$ cat src/inc/gcd_pkg.sv
// Constants, register map and sequencer states of the gated clock divider
package gcd_pkg;
    localparam int unsigned FACT_W = 8;
    localparam logic [FACT_W-1:0] FACT_MAX = 8'hff;
    localparam logic [FACT_W-1:0] FACT_ONE = 8'h01;
    localparam logic [FACT_W-1:0] FACT_ZERO = 8'h00;
    // Register byte offsets
    localparam logic [3:0] OFS_CONFIG = 4'h0;
    localparam logic [3:0] OFS_STATUS = 4'h4;
    // Config fields
    localparam int unsigned CFG_PRESCALE_LSB = 0;
    localparam int unsigned CFG_DIVIDE_LSB = 8;
    localparam int unsigned CFG_REFDIS_BIT = 16;
    // Status fields
    localparam int unsigned STS_STATE_LSB = 0;
    localparam int unsigned STS_OSC_BIT = 8;
    localparam int unsigned STS_MAIN_EN_BIT = 9;
    localparam int unsigned STS_MAIN_OE_BIT = 10;
    localparam int unsigned STS_REF_OE_BIT = 11;
    localparam int unsigned STS_GATE_BIT = 12;
    localparam logic [1:0] RESP_OKAY = 2'h0;
    localparam logic [1:0] RESP_SLVERR = 2'h2;
    typedef enum logic [3:0] {
        ST_INIT = 4'h0,
        ST_OSC_ON = 4'h1,
        ST_WAIT_GATE = 4'h2,
        ST_STAB = 4'h3,
        ST_LOAD = 4'h4,
        ST_REF_ON = 4'h5,
        ST_RUN = 4'h6,
        ST_PD_GATE = 4'h7,
        ST_PD_MAIN_Z = 4'h8,
        ST_PD_REF_Z = 4'h9,
        ST_OFF = 4'ha
    } gcd_state_t;
endpackage : gcd_pkg

$ cat src/core/gcd_top.sv
// Gated clock divider with power sequencer and AXI4-Lite configuration
// Contract
// - Gate low: hold main low, never truncate.
// - Gated off: oscillator runs, divider held reset.
// - Gate release: first edge within 1-2 periods.
// - Gate sampled on prescaled rising edges.
// - Missed setup delays action one prescaled cycle.
// - Late fall while low passes one pulse.
// - Divide-by-one passes one or two pulses.
// - Sleep low gates main, resets divider.
// - Main goes high impedance once low.
// - Then stop prescaler, reference glitchless Z.
// - Finally oscillator off, both outputs Z.
// - Wake: oscillator on, factors forced maximum.
// - Wait about 256 prescaled cycles.
// - Restore programmed factors before enabling outputs.
// - Reference first if enabled, main after.
// - Power-on: init, stabilize, load stored factors.
// - Gate never affects reference output; gate low at wake delays its enable.
// - Option permanently disables reference output.
// - Reference from prescaler, main from divider, or from the prescaler directly at divide-by-one.
// - Stabilization waits while gate held low.
//
// The address map and the AXI4-Lite slave port were chosen for this implementation.
module gcd_top #(
    parameter logic [7:0] PRESCALE_DEFAULT = 8'h01,
    parameter logic [7:0] DIVIDE_DEFAULT = 8'h02,
    parameter logic REF_DISABLE_DEFAULT = 1'b0,
    parameter int unsigned STAB_CYCLES = 256
) (
    // Clock and reset
    input wire logic aclk,
    input wire logic aresetn,
    // AXI4-Lite write address
    input wire logic [3:0] s_axi_awaddr,
    input wire logic s_axi_awvalid,
    output logic s_axi_awready,
    // AXI4-Lite write data
    input wire logic [31:0] s_axi_wdata,
    input wire logic [3:0] s_axi_wstrb,
    input wire logic s_axi_wvalid,
    output logic s_axi_wready,
    // AXI4-Lite write response
    output logic [1:0] s_axi_bresp,
    output logic s_axi_bvalid,
    input wire logic s_axi_bready,
    // AXI4-Lite read address
    input wire logic [3:0] s_axi_araddr,
    input wire logic s_axi_arvalid,
    output logic s_axi_arready,
    // AXI4-Lite read data
    output logic [31:0] s_axi_rdata,
    output logic [1:0] s_axi_rresp,
    output logic s_axi_rvalid,
    input wire logic s_axi_rready,
    // Asynchronous pins
    input wire logic gate_enable,
    input wire logic sleep_request_low,
    // Clock outputs with enables
    output logic main_clock_out,
    output logic main_clock_out_oe,
    output logic reference_clock_out,
    output logic reference_clock_out_oe
);
    localparam logic [15:0] STAB_LAST = 16'(STAB_CYCLES - 1);

    initial begin
        if (STAB_CYCLES < 1 || STAB_CYCLES > 65536) begin
            $error("STAB_CYCLES out of range");
        end
        if (PRESCALE_DEFAULT == gcd_pkg::FACT_ZERO) begin
            $error("Prescale factor must be nonzero");
        end
        if (DIVIDE_DEFAULT == gcd_pkg::FACT_ZERO) begin
            $error("Divide factor must be nonzero");
        end
    end

    function automatic logic [7:0] gcd_nz(input logic [7:0] v, input logic [7:0] old);
        gcd_nz = (v == gcd_pkg::FACT_ZERO) ? old : v;
    endfunction : gcd_nz

    // Last count of a factor; a count left above a newly loaded factor wraps at once,
    // so a factor swap never stalls a counter for a full 256-count lap
    function automatic logic gcd_at_end(input logic [7:0] cnt, input logic [7:0] fact);
        gcd_at_end = cnt >= fact - gcd_pkg::FACT_ONE;
    endfunction : gcd_at_end

    // Pin synchronisers
    logic gate_m_q;
    logic gate_s_q;
    logic sleep_m_q;
    logic sleep_s_q;
    always_ff @(posedge aclk) begin
        if (!aresetn) begin
            gate_m_q <= 1'b0;
            gate_s_q <= 1'b0;
            sleep_m_q <= 1'b1;
            sleep_s_q <= 1'b1;
        end else begin
            gate_m_q <= gate_enable;
            gate_s_q <= gate_m_q;
            sleep_m_q <= sleep_request_low;
            sleep_s_q <= sleep_m_q;
        end
    end

    // Configuration, standing in for the stored factory settings
    logic [7:0] cfg_pre_q;
    logic [7:0] cfg_div_q;
    logic cfg_refdis_q;

    // Sequencer state and the factors in force
    gcd_pkg::gcd_state_t st_q;
    gcd_pkg::gcd_state_t st_d;
    logic [7:0] m_act_q;
    logic [7:0] m_act_d;
    logic [7:0] n_act_q;
    logic [7:0] n_act_d;

    // Clock and pin enables
    logic osc_en_q;
    logic osc_en_d;
    logic mclk_en_q;
    logic mclk_en_d;
    logic main_oe_q;
    logic main_oe_d;
    logic ref_oe_q;
    logic ref_oe_d;
    logic [15:0] stab_q;
    logic [15:0] stab_d;

    // Main gating
    logic en_q;
    logic gate_smp_q;

    // AXI4-Lite slave: one write and one read outstanding
    wire wr_go = s_axi_awvalid && s_axi_wvalid && !s_axi_bvalid;
    wire rd_go = s_axi_arvalid && !s_axi_rvalid;
    wire wr_cfg = s_axi_awaddr == gcd_pkg::OFS_CONFIG;
    wire wr_hit = wr_cfg || s_axi_awaddr == gcd_pkg::OFS_STATUS;
    wire rd_cfg = s_axi_araddr == gcd_pkg::OFS_CONFIG;
    wire rd_sts = s_axi_araddr == gcd_pkg::OFS_STATUS;
    assign s_axi_awready = wr_go;
    assign s_axi_wready = wr_go;
    assign s_axi_arready = rd_go;

    wire [31:0] cfg_word = {15'h0000, cfg_refdis_q, cfg_div_q, cfg_pre_q};
    wire [31:0] sts_word = {19'h00000, gate_smp_q, ref_oe_q, main_oe_q, en_q, osc_en_q,
        4'h0, st_q};
    wire [31:0] rd_word = rd_cfg ? cfg_word : (rd_sts ? sts_word : 32'h00000000);

    always_ff @(posedge aclk) begin
        if (!aresetn) begin
            cfg_pre_q <= PRESCALE_DEFAULT;
            cfg_div_q <= DIVIDE_DEFAULT;
            cfg_refdis_q <= REF_DISABLE_DEFAULT;
            s_axi_bvalid <= 1'b0;
            s_axi_bresp <= gcd_pkg::RESP_OKAY;
            s_axi_rvalid <= 1'b0;
            s_axi_rresp <= gcd_pkg::RESP_OKAY;
            s_axi_rdata <= 32'h00000000;
        end else begin
            if (wr_go) begin
                s_axi_bvalid <= 1'b1;
                s_axi_bresp <= wr_hit ? gcd_pkg::RESP_OKAY : gcd_pkg::RESP_SLVERR;
                // Zero factors are refused, the previous value stays
                if (wr_cfg && s_axi_wstrb[0]) begin
                    cfg_pre_q <= gcd_nz(s_axi_wdata[gcd_pkg::CFG_PRESCALE_LSB +: 8], cfg_pre_q);
                end
                if (wr_cfg && s_axi_wstrb[1]) begin
                    cfg_div_q <= gcd_nz(s_axi_wdata[gcd_pkg::CFG_DIVIDE_LSB +: 8], cfg_div_q);
                end
                if (wr_cfg && s_axi_wstrb[2]) begin
                    cfg_refdis_q <= s_axi_wdata[gcd_pkg::CFG_REFDIS_BIT];
                end
            end else if (s_axi_bready) begin
                s_axi_bvalid <= 1'b0;
            end
            if (rd_go) begin
                s_axi_rvalid <= 1'b1;
                s_axi_rdata <= rd_word;
                s_axi_rresp <= (rd_cfg || rd_sts) ? gcd_pkg::RESP_OKAY : gcd_pkg::RESP_SLVERR;
            end else if (s_axi_rready) begin
                s_axi_rvalid <= 1'b0;
            end
        end
    end

    // Prescaler: the prescaled clock toggles every m_act master cycles
    logic [7:0] pcnt_q;
    logic prs_q;
    wire pre_run = osc_en_q && mclk_en_q;
    wire pre_wrap = pre_run && gcd_at_end(pcnt_q, m_act_q);
    wire prs_rise = pre_wrap && !prs_q;
    always_ff @(posedge aclk) begin
        if (!aresetn) begin
            pcnt_q <= gcd_pkg::FACT_ZERO;
            prs_q <= 1'b0;
        end else if (pre_run) begin
            pcnt_q <= pre_wrap ? gcd_pkg::FACT_ZERO : pcnt_q + gcd_pkg::FACT_ONE;
            prs_q <= prs_q ^ pre_wrap;
        end
    end

    // Divider, held in reset while the main output is gated off
    logic [7:0] dcnt_q;
    logic div_q;
    // High for the first half of the count, rounded up, so odd factors lean high
    wire [7:0] dcnt_nx = gcd_at_end(dcnt_q, n_act_q) ? gcd_pkg::FACT_ZERO
        : dcnt_q + gcd_pkg::FACT_ONE;
    wire [7:0] n_high = 8'((9'(n_act_q) + 9'h001) >> 1);
    wire div_one = n_act_q == gcd_pkg::FACT_ONE;
    wire raw_main = div_one ? prs_q : div_q;
    always_ff @(posedge aclk) begin
        if (!aresetn) begin
            dcnt_q <= gcd_pkg::FACT_ZERO;
            div_q <= 1'b0;
        end else if (!en_q) begin
            dcnt_q <= gcd_pkg::FACT_ZERO;
            div_q <= 1'b0;
        end else if (prs_rise) begin
            dcnt_q <= dcnt_nx;
            div_q <= dcnt_q < n_high;
        end
    end

    // Gate sampling and enable; the extra-pulse cases follow from the sample edge
    wire main_allow = st_q == gcd_pkg::ST_RUN;
    wire gate_eff = gate_smp_q && main_allow;
    always_ff @(posedge aclk) begin
        if (!aresetn) begin
            gate_smp_q <= 1'b0;
            en_q <= 1'b0;
            main_clock_out <= 1'b0;
        end else begin
            if (prs_rise) begin
                gate_smp_q <= gate_s_q;
            end
            if (!gate_eff && !raw_main) begin
                en_q <= 1'b0;
            end else if (gate_eff && prs_rise) begin
                en_q <= 1'b1;
            end
            main_clock_out <= raw_main && en_q;
        end
    end

    assign reference_clock_out = prs_q;
    assign main_clock_out_oe = main_oe_q;
    assign reference_clock_out_oe = ref_oe_q;

    // Factors swap in the low phase, so no short reference pulse appears
    wire load_ok = !prs_q;
    // Prescaler may stop when its next value is low: a falling wrap or a quiet low phase.
    // Needed for a factor of one, where every cycle wraps and a quiet phase never comes.
    wire ref_stop_ok = prs_q == pre_wrap;

    // Power sequencer
    always_comb begin
        st_d = st_q;
        m_act_d = m_act_q;
        n_act_d = n_act_q;
        osc_en_d = osc_en_q;
        mclk_en_d = mclk_en_q;
        main_oe_d = main_oe_q;
        ref_oe_d = ref_oe_q;
        stab_d = stab_q;
        case (st_q)
            gcd_pkg::ST_INIT: begin
                st_d = gcd_pkg::ST_OSC_ON;
            end
            gcd_pkg::ST_OSC_ON: begin
                osc_en_d = 1'b1;
                mclk_en_d = 1'b1;
                m_act_d = gcd_pkg::FACT_MAX;
                n_act_d = gcd_pkg::FACT_MAX;
                st_d = gcd_pkg::ST_WAIT_GATE;
            end
            gcd_pkg::ST_WAIT_GATE: begin
                stab_d = 16'h0000;
                if (gate_s_q) begin
                    st_d = gcd_pkg::ST_STAB;
                end
            end
            gcd_pkg::ST_STAB: begin
                if (prs_rise) begin
                    stab_d = stab_q + 16'h0001;
                    if (stab_q == STAB_LAST) begin
                        st_d = gcd_pkg::ST_LOAD;
                    end
                end
            end
            gcd_pkg::ST_LOAD: begin
                // A count above the new factor wraps at once
                if (load_ok) begin
                    m_act_d = cfg_pre_q;
                    n_act_d = cfg_div_q;
                    st_d = gcd_pkg::ST_REF_ON;
                end
            end
            gcd_pkg::ST_REF_ON: begin
                ref_oe_d = !cfg_refdis_q;
                st_d = gcd_pkg::ST_RUN;
            end
            gcd_pkg::ST_RUN: begin
                main_oe_d = 1'b1;
                if (!sleep_s_q) begin
                    st_d = gcd_pkg::ST_PD_GATE;
                end
            end
            gcd_pkg::ST_PD_GATE: begin
                if (!en_q && !main_clock_out) begin
                    st_d = gcd_pkg::ST_PD_MAIN_Z;
                end
            end
            gcd_pkg::ST_PD_MAIN_Z: begin
                main_oe_d = 1'b0;
                st_d = gcd_pkg::ST_PD_REF_Z;
            end
            gcd_pkg::ST_PD_REF_Z: begin
                // Stop only where the prescaled clock ends low, so the last pulse is whole
                if (ref_stop_ok) begin
                    mclk_en_d = 1'b0;
                    ref_oe_d = 1'b0;
                    st_d = gcd_pkg::ST_OFF;
                end
            end
            gcd_pkg::ST_OFF: begin
                osc_en_d = 1'b0;
                if (sleep_s_q && !osc_en_q) begin
                    st_d = gcd_pkg::ST_OSC_ON;
                end
            end
            default: begin
                st_d = gcd_pkg::ST_INIT;
            end
        endcase
    end

    always_ff @(posedge aclk) begin
        if (!aresetn) begin
            st_q <= gcd_pkg::ST_INIT;
            m_act_q <= gcd_pkg::FACT_MAX;
            n_act_q <= gcd_pkg::FACT_MAX;
            osc_en_q <= 1'b0;
            mclk_en_q <= 1'b0;
            main_oe_q <= 1'b0;
            ref_oe_q <= 1'b0;
            stab_q <= 16'h0000;
        end else begin
            st_q <= st_d;
            m_act_q <= m_act_d;
            n_act_q <= n_act_d;
            osc_en_q <= osc_en_d;
            mclk_en_q <= mclk_en_d;
            main_oe_q <= main_oe_d;
            ref_oe_q <= ref_oe_d;
            stab_q <= stab_d;
        end
    end
endmodule : gcd_top

$ cat config.mk
export PLATFORM = sky130hd
export DESIGN_NAME = gcd_top
export DESIGN_NICKNAME = d
export VERILOG_FILES = /design/src/inc/gcd_pkg.sv /design/src/core/gcd_top.sv
export SDC_FILE = /design/constraint.sdc
export NUM_CORES = 1
export LEC_CHECK = 0
export ABC_AREA = 1
export BUFFER_PORTS_ARGS = -buffer_cell sky130_fd_sc_hd__buf_4
export CAP_MARGIN = 20
export CORE_MARGIN = 2
export CORE_UTILIZATION = 41
export CTS_CLUSTER_DIAMETER = 150
export CTS_CLUSTER_SIZE = 10
export DETAILED_ROUTE_END_ITERATION = 10
export PLACE_DENSITY = 0.65
export SLEW_MARGIN = 5
export SYNTH_ARGS = -nofsm -noshare
export SYNTH_HDL_FRONTEND = slang
export SYNTH_SLANG_ARGS = --single-unit
$ cat constraint.sdc
create_clock -name aclk -period 6.83 [get_ports aclk]
set_clock_uncertainty 0.15 [all_clocks]
set_input_delay 2.049 -clock aclk [delete_from_list [all_inputs] [get_ports aclk]]
set_output_delay 2.049 -clock aclk [all_outputs]
set_load 0.01 [all_outputs]
==> results.cfg <==
[synth]
synth_flop_cell = dfxtp_1
syn_inst = 809
synth_area_um2 = 5770
synthTopCellsByArea = dfxtp_1 (36%), nand2_1 (9.3%), inv_1 (7.9%)
synthDistinctLibCells = 44
yosys_warnings = 0
synth.top_cell.area_share = 0.357
synth_seq_cells = 103
async_flop_share = 0
synth.avg_cell_area_um2 = 7.13
yosys.area.top_type = dfxtp_1
synth_common_cells = nand2_1 (143), inv_1 (121), nor2_1 (110)
synth_edf_count = 0
synth.most_common_cell = nand2_1
seq_area_frac_synth = 0.357

[cells_and_area]
multi_input_area_um2 = 3040
regArea_um2 = 2060
antenna_cells = 0
nets = 945
drive_gt1_frac = 0.132
final_area_um2 = 6580
syn_to_final_growth_pct = 14.0
n_fill_cell = 1392
fin_util = 0.476

[sta]
finalSetupViolations = 0
setup_ws_ns = 1.52
final_hold_viol_count = 0
period_share = 0.778
slew-limit-headroom = 0.441
rsz0062_at_grt = false
setup_tns_ns = 0
fmax_mhz = 188
layout_min_cycle_time_ns = 5.31
whs_ns = 0.265
drv_slew = 0
worst_pin_slew_ns = 0.838

[clock_tree]
cts_sinks = 103
clock-root-buffer = clkbuf_16
htree_levels = 3
post-cts-setup-buffers = 0
cts_buffers = 9
clk_transition_reported_paths_ns = 0.07
cts-hold-fix-buffers = 0
cts_tree = done
clk_path_buf_depth = 2
post_cts_resized = 0
clock_latency_ns = 0.35

[outcome]
outcome = completed

[worst_setup_path]
r2r_cells = 21
path_class = in2out
worstPathRequired_ns = 4.63
crit_fanout = 18
critPathArrivalTime_ns = 3.11
startpoint_type = input port
ff2ff_setup_slack_ns = 3.21
critPathCaptureType = primary output

[drt]
finalWirelength_um = 12400
drtPass1Iterations = 5
viasPerCell = 4.76
drtAntennaViolNets = 0
num_vias = 4978
avgRoutedWirePerCell_um = 11.9
drt-initial-drc-count = 149
drc = 0

[placed_design]
dp_hpwl_um = 9500
placed_cell_area_um2 = 6280
numPortBuffers = 64
dp_slack_ns = 1.51
gp_congestion = 0.833

[die]
die-width_um = 123
fp.dieH_um = 123
pin_count = 98
die_area_um2 = 15000
start_util = 0.417
rows = 43
core-area_um2 = 13800

[global_route]
grt-ovfl-total = 0
antenna_found_initial = 0
grt_pass1_wl_um = 21100
grt_max_degree = 54
grt_pass1_vias = 4440
gr-usage-all-layers = 0.176

[pwr]
p_leak_uw = 0.00313
ir_drop_uv = 144
powerDensity_nw_per_um2 = 264

[min_path]
hold_class = reg2reg
hold_depth = 2

[run]
drv_cap = 0
report_power, final:
| part | internal [µW] | total [µW] | leakage [µW] | switching (µW) |
|---|---|---|---|---|
| combinational | 189 | 497 | 0.00214 | 309 |
| sequential | 657 | 717 | 0.000838 | 60.3 |
| clock | 293 | 524 | 0.000149 | 231 |
worst max-delay path, cell delays in order:
cell and delay, ns:
buf_4 0.07, inv_1 0.02, or2_2 0.42, inv_1 0.35
buf_4 0.20
placed cells by master (no fill, tap or decap), types with 28 or more instances in the layout:
master   count
nor2_1     110
buf_4       65
ha_1        31
nand2_1    143
inv_1      121
o21ai_0     50
nand3_1     41
dfxtp_1    103
a21oi_1     28
nand4_1     29
cells by family (layout without fill, tap and decap cells):
family,count (synthesis),count (layout),share of synthesized area
mux,1,1,0.00173
flops,103,103,0.357
simple gates,370,370,0.293
other cells,1,17,0.000650
fa+ha+maj,31,31,0.0672
compound gates,109,109,0.110
xor+xnor,29,29,0.0440
buf+inv,165,205,0.127
state kept, by name (all words and copies together), names as in the netlist, 4 cells and up:
signal / cells
st_q: 4
pcnt_q: 8
cfg_div_q: 8
dcnt_q: 8
stab_q: 16
m_act_q: 8
n_act_q: 8
cfg_pre_q: 8
s_axi_rdata: 17
layer usage:
metal,part of all wire,up-vias,GRT usage
li1,-,2684,-
met1,0.49,2178,0.243
met2,0.45,102,0.269
met3,0.045,14,0.0358
met4,0.018,0,0.0668
met5,0,-,0
area by class of cell:
class / count / area share
clock buffer: 10 / 0.0363
clock inverter: 5 / 0.00875
inverter: 125 / 0.0715
multi-input combinational: 557 / 0.462
sequential: 103 / 0.313
tap: 180 / 0.0342
timing repair buffer: 65 / 0.0741
per-stage QoR:
stage	power, µW	cells
floorplan	1130	825
global placement	1220	1030
detailed placement	1230	1030
CTS	1750	1045
global route	1860	1045
finish	1740	1045
path summary, 6_finish.rpt:
check | from | endpoint
worst min-delay path | gate_m_q$_SDFF_PN0_ | gate_s_q$_SDFF_PN0_
worst max register to register | m_act_q[0]$_SDFFE_PN1P_ | st_q[0]$_SDFFE_PN0P_
worst max-delay path | s_axi_arvalid | s_axi_arready
worst min register to register | gate_m_q$_SDFF_PN0_ | gate_s_q$_SDFF_PN0_
(Power assumes the default switching activity.)
